### src/logic/opaddr_pkg.sv
// package: constants for operand addressing and space selection
`default_nettype none
package opaddr_pkg;
   localparam int unsigned DATA_W = 8;
   localparam int unsigned ADDR_W = 16;
   localparam logic [7:0] SPECIAL_BASE = 8'h80;
   localparam logic [7:0] BANK_TOP = 8'h1F;
   localparam logic [7:0] BIT_RAM_BASE = 8'h20;
   localparam logic [6:0] BIT_RAM_MASK = 7'h0F;
   localparam logic [15:0] ONCHIP_PROG_TOP = 16'h0FFF;
   localparam int unsigned CLK_HZ = 40000000;
   localparam int unsigned OSC_HZ = 12000000;
   localparam int unsigned OSC_PER_CYCLE = 12;
   // machine cycle of the core = 12 oscillator periods (1 us at 12 MHz)
   localparam int unsigned MC_TICKS = (CLK_HZ / OSC_HZ) * OSC_PER_CYCLE
      + ((CLK_HZ % OSC_HZ) * OSC_PER_CYCLE) / OSC_HZ;
   localparam int unsigned MULDIV_CYCLES = 4;
   localparam int unsigned LONG_CYCLES = 2;
   localparam int unsigned SHORT_CYCLES = 1;

   typedef enum logic [2:0] {
      AM_REGISTER, AM_DIRECT, AM_INDIRECT, AM_IMMEDIATE, AM_BASE_INDEX
   } addr_mode_e;

   typedef enum logic [2:0] {
      SP_NONE, SP_IRAM, SP_SPECIAL, SP_XDATA, SP_CODE, SP_IMM
   } space_e;

   typedef enum logic [1:0] {
      KIND_DATA, KIND_BIT, KIND_BRANCH
   } op_kind_e;

   typedef enum logic [1:0] {
      TGT_REL, TGT_BASE_INDEX, TGT_ABS16, TGT_NONE
   } target_e;

   typedef enum logic [1:0] {
      DUR_SHORT, DUR_LONG, DUR_MULDIV
   } dur_e;
endpackage
`default_nettype wire

### src/logic/opaddr_if.sv
// interface: start, duration, busy and done handshake between core and cycle timer
`default_nettype none
interface opaddr_if;
   logic start;
   opaddr_pkg::dur_e dur;
   logic busy;
   logic done;
   modport core (output start, output dur, input busy, input done);
   modport timer (input start, input dur, output busy, output done);
endinterface
`default_nettype wire

### src/logic/cycle_timer.sv
// module: instruction duration timer in machine cycles
`default_nettype none
module cycle_timer (
   // clock and reset
   input wire logic clk_sys,
   input wire logic reset_n,
   // timing link
   opaddr_if.timer tl
);
   logic [7:0] tick;
   logic [2:0] cycles;

   // one-cycle machine-cycle enable from the system clock
   always_ff @(posedge clk_sys or negedge reset_n) begin
      if (!reset_n) begin
         tick <= 8'h00;
      // a refused start while busy must not shift the machine-cycle phase
      end else if (tick == 8'(opaddr_pkg::MC_TICKS - 1) ||
                   (tl.start && !tl.busy)) begin
         tick <= 8'h00;
      end else begin
         tick <= tick + 8'h01;
      end
   end

   // muldiv takes four machine cycles, twice the longest other
   always_ff @(posedge clk_sys or negedge reset_n) begin
      if (!reset_n) begin
         cycles <= 3'h0;
         tl.busy <= 1'b0;
         tl.done <= 1'b0;
      end else begin
         tl.done <= 1'b0;
         if (tl.start && !tl.busy) begin
            tl.busy <= 1'b1;
            case (tl.dur)
               opaddr_pkg::DUR_MULDIV:
                  cycles <= 3'(opaddr_pkg::MULDIV_CYCLES);
               opaddr_pkg::DUR_LONG:
                  cycles <= 3'(opaddr_pkg::LONG_CYCLES);
               default: cycles <= 3'(opaddr_pkg::SHORT_CYCLES);
            endcase
         end else if (tl.busy &&
                      tick == 8'(opaddr_pkg::MC_TICKS - 1)) begin
            if (cycles == 3'h1) begin
               tl.busy <= 1'b0;
               tl.done <= 1'b1;
            end
            cycles <= cycles - 3'h1;
         end
      end
   end
endmodule // cycle_timer
`default_nettype wire

### src/logic/operand_address_space_decode.sv
// module: operand addressing, memory-space selection and branch targets
//
// How it works
// - internal data space: 256-byte RAM plus separate 128-byte register space
// - four banks of eight working registers live in internal RAM
// - stack sits in internal RAM at the 8-bit stack pointer
// - 128 bit locations are addressable inside internal RAM
// - 128 bit locations in register space are addressable as bits
// - conditional branch target is program counter plus signed offset
// - indirect jump target is 16-bit base plus 8-bit index
// - full 16-bit jump and call targets reach all 64K without paging
// - sources take five addressing modes, destinations only first three
// - non-move operations also read the destination operand
// - bank registers reachable by register, direct or indirect modes
// - internal RAM reachable by direct or indirect modes
// - register space reachable only by direct addressing
// - external data memory reached only by register-indirect mode
// - program-memory tables read by base plus index indirect mode
// - datapath is 8 bits; bit, nibble, byte, double-byte operands
// - boolean moves, logic and branches act on single bits
// - 64K program and 64K external data spaces, 16-bit counter
// - lowest 4K program from on-chip store when fitted, else external
// - most instructions take 1 or 2 us, muldiv 4 us at 12 MHz
`default_nettype none
module operand_address_space_decode #(
   parameter bit HAS_ONCHIP_PROG = 1'b1
) (
   // clock and reset
   input wire logic clk_sys,
   input wire logic reset_n,
   // decoded instruction fields from the core
   input wire logic dec_valid,
   input wire opaddr_pkg::op_kind_e dec_kind,
   input wire opaddr_pkg::addr_mode_e src_mode,
   input wire opaddr_pkg::addr_mode_e dst_mode,
   input wire logic dst_used,
   input wire logic is_move,
   input wire logic dst_external,
   input wire opaddr_pkg::target_e tgt_sel,
   input wire opaddr_pkg::dur_e dur,
   input wire logic [2:0] src_reg,
   input wire logic [2:0] dst_reg,
   input wire logic [7:0] src_operand,
   input wire logic [7:0] dst_operand,
   input wire logic [15:0] abs_target,
   // core state
   input wire logic [1:0] bank_sel,
   input wire logic [7:0] stack_ptr,
   input wire logic [7:0] ptr_lo,
   input wire logic [15:0] ptr_16,
   input wire logic [7:0] index_reg,
   input wire logic [15:0] prog_ctr,
   input wire logic stack_push,
   // decoded results
   output logic out_valid,
   output logic illegal,
   output opaddr_pkg::space_e src_space,
   output logic [15:0] src_addr,
   output opaddr_pkg::space_e dst_space,
   output logic [15:0] dst_addr,
   output logic dst_read,
   output logic bit_op,
   output logic [7:0] bit_byte,
   output logic [2:0] bit_pos,
   output logic [15:0] next_target,
   output logic target_valid,
   output logic [7:0] stack_addr,
   output logic code_onchip,
   output logic busy,
   output logic done
);
   // ************************************************************
   // decode helpers
   // ************************************************************

   // direct address: top bit set selects register space
   function automatic opaddr_pkg::space_e direct_space(
      input logic [7:0] a);
      direct_space = (a >= opaddr_pkg::SPECIAL_BASE) ?
         opaddr_pkg::SP_SPECIAL : opaddr_pkg::SP_IRAM;
   endfunction

   // working registers sit in the low 32 bytes of internal RAM
   function automatic logic [7:0] bank_addr(
      input logic [1:0] b,
      input logic [2:0] r);
      bank_addr = {3'h0, b, r};
   endfunction

   // bit address to byte and bit position
   function automatic logic [7:0] bit_to_byte(input logic [7:0] a);
      if (a[7]) begin
         bit_to_byte = {a[7:3], 3'h0};
      end else begin
         bit_to_byte = opaddr_pkg::BIT_RAM_BASE
            + {4'h0, a[6:3]};
      end
   endfunction

   function automatic logic code_local(input logic [15:0] a);
      code_local = HAS_ONCHIP_PROG &&
         (a <= opaddr_pkg::ONCHIP_PROG_TOP);
   endfunction

   // ************************************************************
   // combinational operand routing
   // ************************************************************
   opaddr_pkg::space_e next_src_space;
   opaddr_pkg::space_e next_dst_space;
   logic [15:0] next_src_addr;
   logic [15:0] next_dst_addr;
   logic next_illegal;
   logic [15:0] base_index;

   // table reads and indirect jumps share one 16-bit adder
   assign base_index = ptr_16 + {8'h00, index_reg};

   always_comb begin
      next_src_space = opaddr_pkg::SP_NONE;
      next_src_addr = 16'h0000;
      next_illegal = 1'b0;
      case (src_mode)
         opaddr_pkg::AM_REGISTER: begin
            next_src_space = opaddr_pkg::SP_IRAM;
            next_src_addr = {8'h00, bank_addr(bank_sel, src_reg)};
         end
         opaddr_pkg::AM_DIRECT: begin
            next_src_space = direct_space(src_operand);
            next_src_addr = {8'h00, src_operand};
         end
         opaddr_pkg::AM_INDIRECT: begin
            // indirect never reaches register space: top half is RAM
            if (dst_external) begin
               next_src_space = opaddr_pkg::SP_XDATA;
               next_src_addr = ptr_16;
            end else begin
               next_src_space = opaddr_pkg::SP_IRAM;
               next_src_addr = {8'h00, ptr_lo};
            end
         end
         opaddr_pkg::AM_IMMEDIATE: begin
            next_src_space = opaddr_pkg::SP_IMM;
            next_src_addr = {8'h00, src_operand};
         end
         opaddr_pkg::AM_BASE_INDEX: begin
            next_src_space = opaddr_pkg::SP_CODE;
            next_src_addr = base_index;
         end
         default: next_illegal = 1'b1;
      endcase

      next_dst_space = opaddr_pkg::SP_NONE;
      next_dst_addr = 16'h0000;
      if (dst_used) begin
         case (dst_mode)
            opaddr_pkg::AM_REGISTER: begin
               next_dst_space = opaddr_pkg::SP_IRAM;
               next_dst_addr = {8'h00, bank_addr(bank_sel, dst_reg)};
            end
            opaddr_pkg::AM_DIRECT: begin
               next_dst_space = direct_space(dst_operand);
               next_dst_addr = {8'h00, dst_operand};
            end
            opaddr_pkg::AM_INDIRECT: begin
               if (dst_external) begin
                  next_dst_space = opaddr_pkg::SP_XDATA;
                  next_dst_addr = ptr_16;
               end else begin
                  next_dst_space = opaddr_pkg::SP_IRAM;
                  next_dst_addr = {8'h00, ptr_lo};
               end
            end
            default: next_illegal = 1'b1;
         endcase
      end
   end

   // ************************************************************
   // registered decode results
   // ************************************************************
   always_ff @(posedge clk_sys or negedge reset_n) begin
      if (!reset_n) begin
         out_valid <= 1'b0;
         illegal <= 1'b0;
         src_space <= opaddr_pkg::SP_NONE;
         src_addr <= 16'h0000;
         dst_space <= opaddr_pkg::SP_NONE;
         dst_addr <= 16'h0000;
         dst_read <= 1'b0;
      end else begin
         out_valid <= dec_valid && dec_kind == opaddr_pkg::KIND_DATA;
         if (dec_valid && dec_kind == opaddr_pkg::KIND_DATA) begin
            illegal <= next_illegal;
            src_space <= next_src_space;
            src_addr <= next_src_addr;
            dst_space <= next_dst_space;
            dst_addr <= next_dst_addr;
            dst_read <= dst_used && !is_move;
         end
      end
   end

   // ************************************************************
   // boolean operand decode
   // ************************************************************
   always_ff @(posedge clk_sys or negedge reset_n) begin
      if (!reset_n) begin
         bit_op <= 1'b0;
         bit_byte <= 8'h00;
         bit_pos <= 3'h0;
      end else begin
         bit_op <= dec_valid && dec_kind == opaddr_pkg::KIND_BIT;
         if (dec_valid && dec_kind == opaddr_pkg::KIND_BIT) begin
            bit_byte <= bit_to_byte(src_operand);
            bit_pos <= src_operand[2:0];
         end
      end
   end

   // ************************************************************
   // branch and jump targets
   // ************************************************************
   always_ff @(posedge clk_sys or negedge reset_n) begin
      if (!reset_n) begin
         next_target <= 16'h0000;
         target_valid <= 1'b0;
         code_onchip <= 1'b0;
      end else begin
         target_valid <= 1'b0;
         if (dec_valid && dec_kind == opaddr_pkg::KIND_BRANCH) begin
            target_valid <= tgt_sel != opaddr_pkg::TGT_NONE;
            case (tgt_sel)
               opaddr_pkg::TGT_REL: begin
                  next_target <= prog_ctr
                     + {{8{src_operand[7]}}, src_operand};
                  code_onchip <= code_local(prog_ctr
                     + {{8{src_operand[7]}}, src_operand});
               end
               opaddr_pkg::TGT_BASE_INDEX: begin
                  next_target <= base_index;
                  code_onchip <= code_local(base_index);
               end
               opaddr_pkg::TGT_ABS16: begin
                  next_target <= abs_target;
                  code_onchip <= code_local(abs_target);
               end
               default: next_target <= next_target;
            endcase
         end
      end
   end

   // ************************************************************
   // stack pointer address
   // ************************************************************
   // pre-increment on push; depth limited only by RAM size
   always_ff @(posedge clk_sys or negedge reset_n) begin
      if (!reset_n) begin
         stack_addr <= 8'h00;
      end else begin
         stack_addr <= stack_push ? stack_ptr + 8'h01 : stack_ptr;
      end
   end

   // ************************************************************
   // instruction duration
   // ************************************************************
   opaddr_if tl ();
   assign tl.start = dec_valid;
   assign tl.dur = dur;

   cycle_timer u_timer (
      .clk_sys(clk_sys),
      .reset_n(reset_n),
      .tl(tl)
   );

   always_ff @(posedge clk_sys or negedge reset_n) begin
      if (!reset_n) begin
         busy <= 1'b0;
         done <= 1'b0;
      end else begin
         busy <= tl.busy;
         done <= tl.done;
      end
   end
endmodule // operand_address_space_decode
`default_nettype wire

### config.mk
export PLATFORM = sky130hd
export DESIGN_NAME = operand_address_space_decode
export DESIGN_NICKNAME = d
export VERILOG_FILES = /design/src/logic/opaddr_pkg.sv /design/src/logic/opaddr_if.sv /design/src/logic/cycle_timer.sv /design/src/logic/operand_address_space_decode.sv
export SDC_FILE = /design/constraint.sdc
export NUM_CORES = 1
export LEC_CHECK = 0
export ABC_CLOCK_PERIOD_IN_PS = 1610
export BUFFER_PORTS_ARGS = -buffer_cell sky130_fd_sc_hd__buf_2
export CORE_ASPECT_RATIO = 0.9
export CORE_UTILIZATION = 51
export CTS_CLUSTER_DIAMETER = 150
export DETAILED_ROUTE_END_ITERATION = 6
export PLACE_DENSITY = 0.81
export RECOVER_POWER = 25
export SYNTH_ARGS = -nofsm -noshare
export SYNTH_HDL_FRONTEND = slang
export SYNTH_SLANG_ARGS = --single-unit
### constraint.sdc
create_clock -name clk_sys -period 1.61 [get_ports clk_sys]
set_input_delay 0.0805 -clock clk_sys [delete_from_list [all_inputs] [get_ports clk_sys]]
set_output_delay 0.0805 -clock clk_sys [all_outputs]
set_load 0.01 [all_outputs]
==> metrics.log <==
INFO  metric detailedPlacementHpwl = 14000 microns
INFO  metric synth_top_area_cell = dfrtp_1
INFO  metric tns = 0 ns
INFO  metric p_leak = 0.00409 uW
INFO  metric routed_via_density = 5.77
INFO  metric detail-route-antenna-nets = 0
INFO  metric clk_path_buf_depth = 2
INFO  metric power-per-cell-area = 953 nW/um^2
INFO  metric first_global_vias = 6322
INFO  metric hold_class = in2reg
INFO  metric worst_r2r_startpoint = u_timer.tick[4]
INFO  metric worst-r2r-setup-slack = 0.06 ns
INFO  metric worst_skew_pair.late_latency = 0.35 ns
INFO  metric effective_utilization_at_floorplan = 0.533
INFO  metric result_of_the_run = completed
INFO  metric cts_inserted_buffers = 9
INFO  metric portBuffers = 194
INFO  metric synthCells = 658
INFO  metric antennaDiodeCount = 0
INFO  metric post-route-util = 0.746
INFO  metric cp.required = 1.86 ns
INFO  metric finalClockSkew = 0.00662 ns
INFO  metric clkSlewWorstSetupHoldPaths = 0.07 ns
INFO  metric synth.distinct_cells = 62
INFO  metric path_cells = buf_8, ha_4, inv_2, fa_2, nand2b_4, a21oi_4, o211ai_1, a21oi_1, xnor2_1, and2_1, a41o_1
INFO  metric synth_flop_cell = dfrtp_1
INFO  metric worst_setup_path_startpoint = src_operand[0]
INFO  metric finalPower = 7840 uW
INFO  metric final_number_of_hold_violating_endpoints = 0
INFO  metric drv.max_cap_violation_count = 0
INFO  metric drt-initial-drc-count = 375
INFO  metric grt_first_pass_wirelength = 30400 microns
INFO  metric synthesis.area_per_instance = 8.93 sq um
INFO  metric die_area = 12000 sq um
INFO  metric netlist_area = 5880 sq um
INFO  metric die_w = 115 microns
INFO  metric finalCritPeriodShare = 0.992
INFO  metric htree_levels = 3
INFO  metric tritoncts = done
INFO  metric total_global_route_track_usage = 0.327
INFO  metric gp_congestion = 0.857
INFO  metric hold_slack = 0.0194 ns
INFO  metric placementRows = 36
INFO  metric grt_start_max_net_pins = 94
INFO  metric timing.final.crit_period = 1.60 ns
INFO  metric clock_sink_count = 93
INFO  metric transition_time_of_the_tightest_slew_check_pin = 0.854 ns
INFO  metric drt_wl_total = 19000 microns
INFO  metric layout-area-overhead-vs-synth = 40.0%
INFO  metric cp_slowest_stage_delay = 0.33 ns
INFO  metric critical_path_peak_fanout = 5
INFO  metric synth_seq_area_share = 0.396
INFO  metric die_h = 104 microns
INFO  metric vias_after_detailed_routing = 6219
INFO  metric drcViolationCount = 0
INFO  metric grt_overflow = 0
INFO  metric cts-root-buf = clkbuf_16
INFO  metric worst_setup_path_end_kind = flip-flop
INFO  metric initial_antenna_violation_count = 0
INFO  metric ys_seq_elements = 93
INFO  metric drive_above_1_share = 0.365
INFO  metric setup_violations = 0
INFO  metric average_wire_length_per_cell_after_detail_routing = 17.7 microns
INFO  metric hold_path.startpoint = dst_operand[0]
INFO  metric post_synth_edffs = 0
INFO  metric top_level_ports = 196
INFO  metric cp_launch_type = primary input
INFO  metric max-vdd-ir-drop = 0.708 mV
INFO  metric fmaxAchievable = 626 MHz
INFO  metric postSynth.asyncResetShare = 1.00
INFO  metric core = 11000 sq um
INFO  metric worst_path_max_delay_cell = fa_2
INFO  metric yosys_warnings = 0
INFO  metric path_class = in2reg
INFO  metric synth_top_area_frac = 0.396
INFO  metric synth.top_cells.by_count = dfrtp_1, nand2_1, nor2_1, o21ai_0, a21oi_1
INFO  metric maxSlewViolCount = 0
INFO  metric final_nets = 1069
INFO  metric drt_first_pass_iters = 5
INFO  metric worst_slew_margin_rel = 0.430
INFO  metric worst-endpoint-arrival = 1.84 ns
INFO  metric synth.area.top_cells = dfrtp_1, ha_1, o21ai_0
INFO  metric syn-num-nets = 807
INFO  metric unrepaired_setup_endpoints_after_global_routing = yes
INFO  metric synth_most_common_cell = dfrtp_1
routing by layer:
metal  up-vias  GRT usage  share of wire
met5         -          0              0
met4         0      0.146          0.034
met3        54     0.0659          0.077
met2       318      0.543           0.49
met1      2983      0.408           0.40
li1       2864          -              -
what timing repair did:
| item | CTS | global route |
|---|---|---|
| endpoints found under the setup margin | 2 | 22 |
| gates resized for setup | 1 | 32 |
| hold buffers | 13 | 0 |
| endpoints found under the hold margin | 104 | 0 |
| buffers inserted | 0 | 2 |
| pin swaps | 2 | 28 |
state kept, by name, summed over array words and instances (netlist names), 2 cells and up:
signal and cells:
bit_pos 3, next_target 16, dst_addr 16, stack_addr 8, bit_byte 8, u_timer.tick 8
dst_space 2, u_timer.cycles 3, src_space 3, src_addr 16
worst paths after layout:
check	to	cells after the start
min in group asynchronous	dst_addr[1]	3
min reg2reg	done	0
max reg2reg	u_timer.cycles[2]	5
max in group asynchronous	dst_addr[8]	3
max	code_onchip	11
min	dst_addr[0]	3
stage by stage:
step,instances,area [sq um],setup WS (ns)
2_1_floorplan,658,6000,-0.152
4_1_cts,1075,8090,0.00560
6_report,1077,8230,0.0134
3_5_place_dp,1046,7640,-0.402
3_3_place_gp,1046,7640,-0.348
5_1_grt,1077,8230,-0.112
placed cells by master, fill, tap and decap left out, types with 5 or more instances in the layout:
cell / instances
buf_2: 188
nand2_1: 76
o21ai_0: 51
xnor2_1: 24
dfrtp_1: 93
o31ai_1: 6
inv_1: 17
xor2_1: 11
nand4_1: 7
ha_1: 23
and3_1: 5
a21oi_1: 33
o21ai_1: 8
buf_4: 79
nor2_1: 59
nor2b_1: 9
and2_1: 5
a22o_1: 9
mux2i_1: 11
dlygate4sd3_1: 13
clkbuf_16: 9
a21o_1: 12
nand3_1: 11
o21a_1: 7
a31oi_1: 5
ha_4: 9
a22oi_1: 13
clkbuf_1: 6
a211oi_1: 16
nand2b_1: 11
a221oi_1: 7
final cells by class:
type	instances	area, sq um
Clock buffer	12	236
Timing Repair Buffer	289	1760
Clock inverter	4	72.6
Inverter	21	78.8
Sequential cell	93	2330
Tap cell	152	190
Fill cell	818	2810
Multi-Input combinational cell	506	3570
worst max-delay path, delay by kind of cell:
family,cells,cell delay (ns)
buf+inv,2,0.11
fa+ha+maj,2,0.46
xor+xnor,1,0.10
compound gates,4,0.77
simple gates,2,0.31
cells by family (layout without fill, tap and decap cells):
kind of cell    count (synthesis)  in the layout  synth area share
xor+xnor                       39             39            0.0594
compound gates                203            203             0.229
simple gates                  214            214             0.174
mux                            15             15            0.0264
other cells                     1              1          0.000638
buf+inv                        59            326            0.0396
flops                          93             93             0.396
fa+ha+maj                      34             34            0.0749
where the power goes:
group          switching [uW]  internal (uW)  total (uW)
sequential                317           2720        3040
clock                     923           1360        2280
combinational            1330           1190        2520
Power figures use the tool's default switching activity.
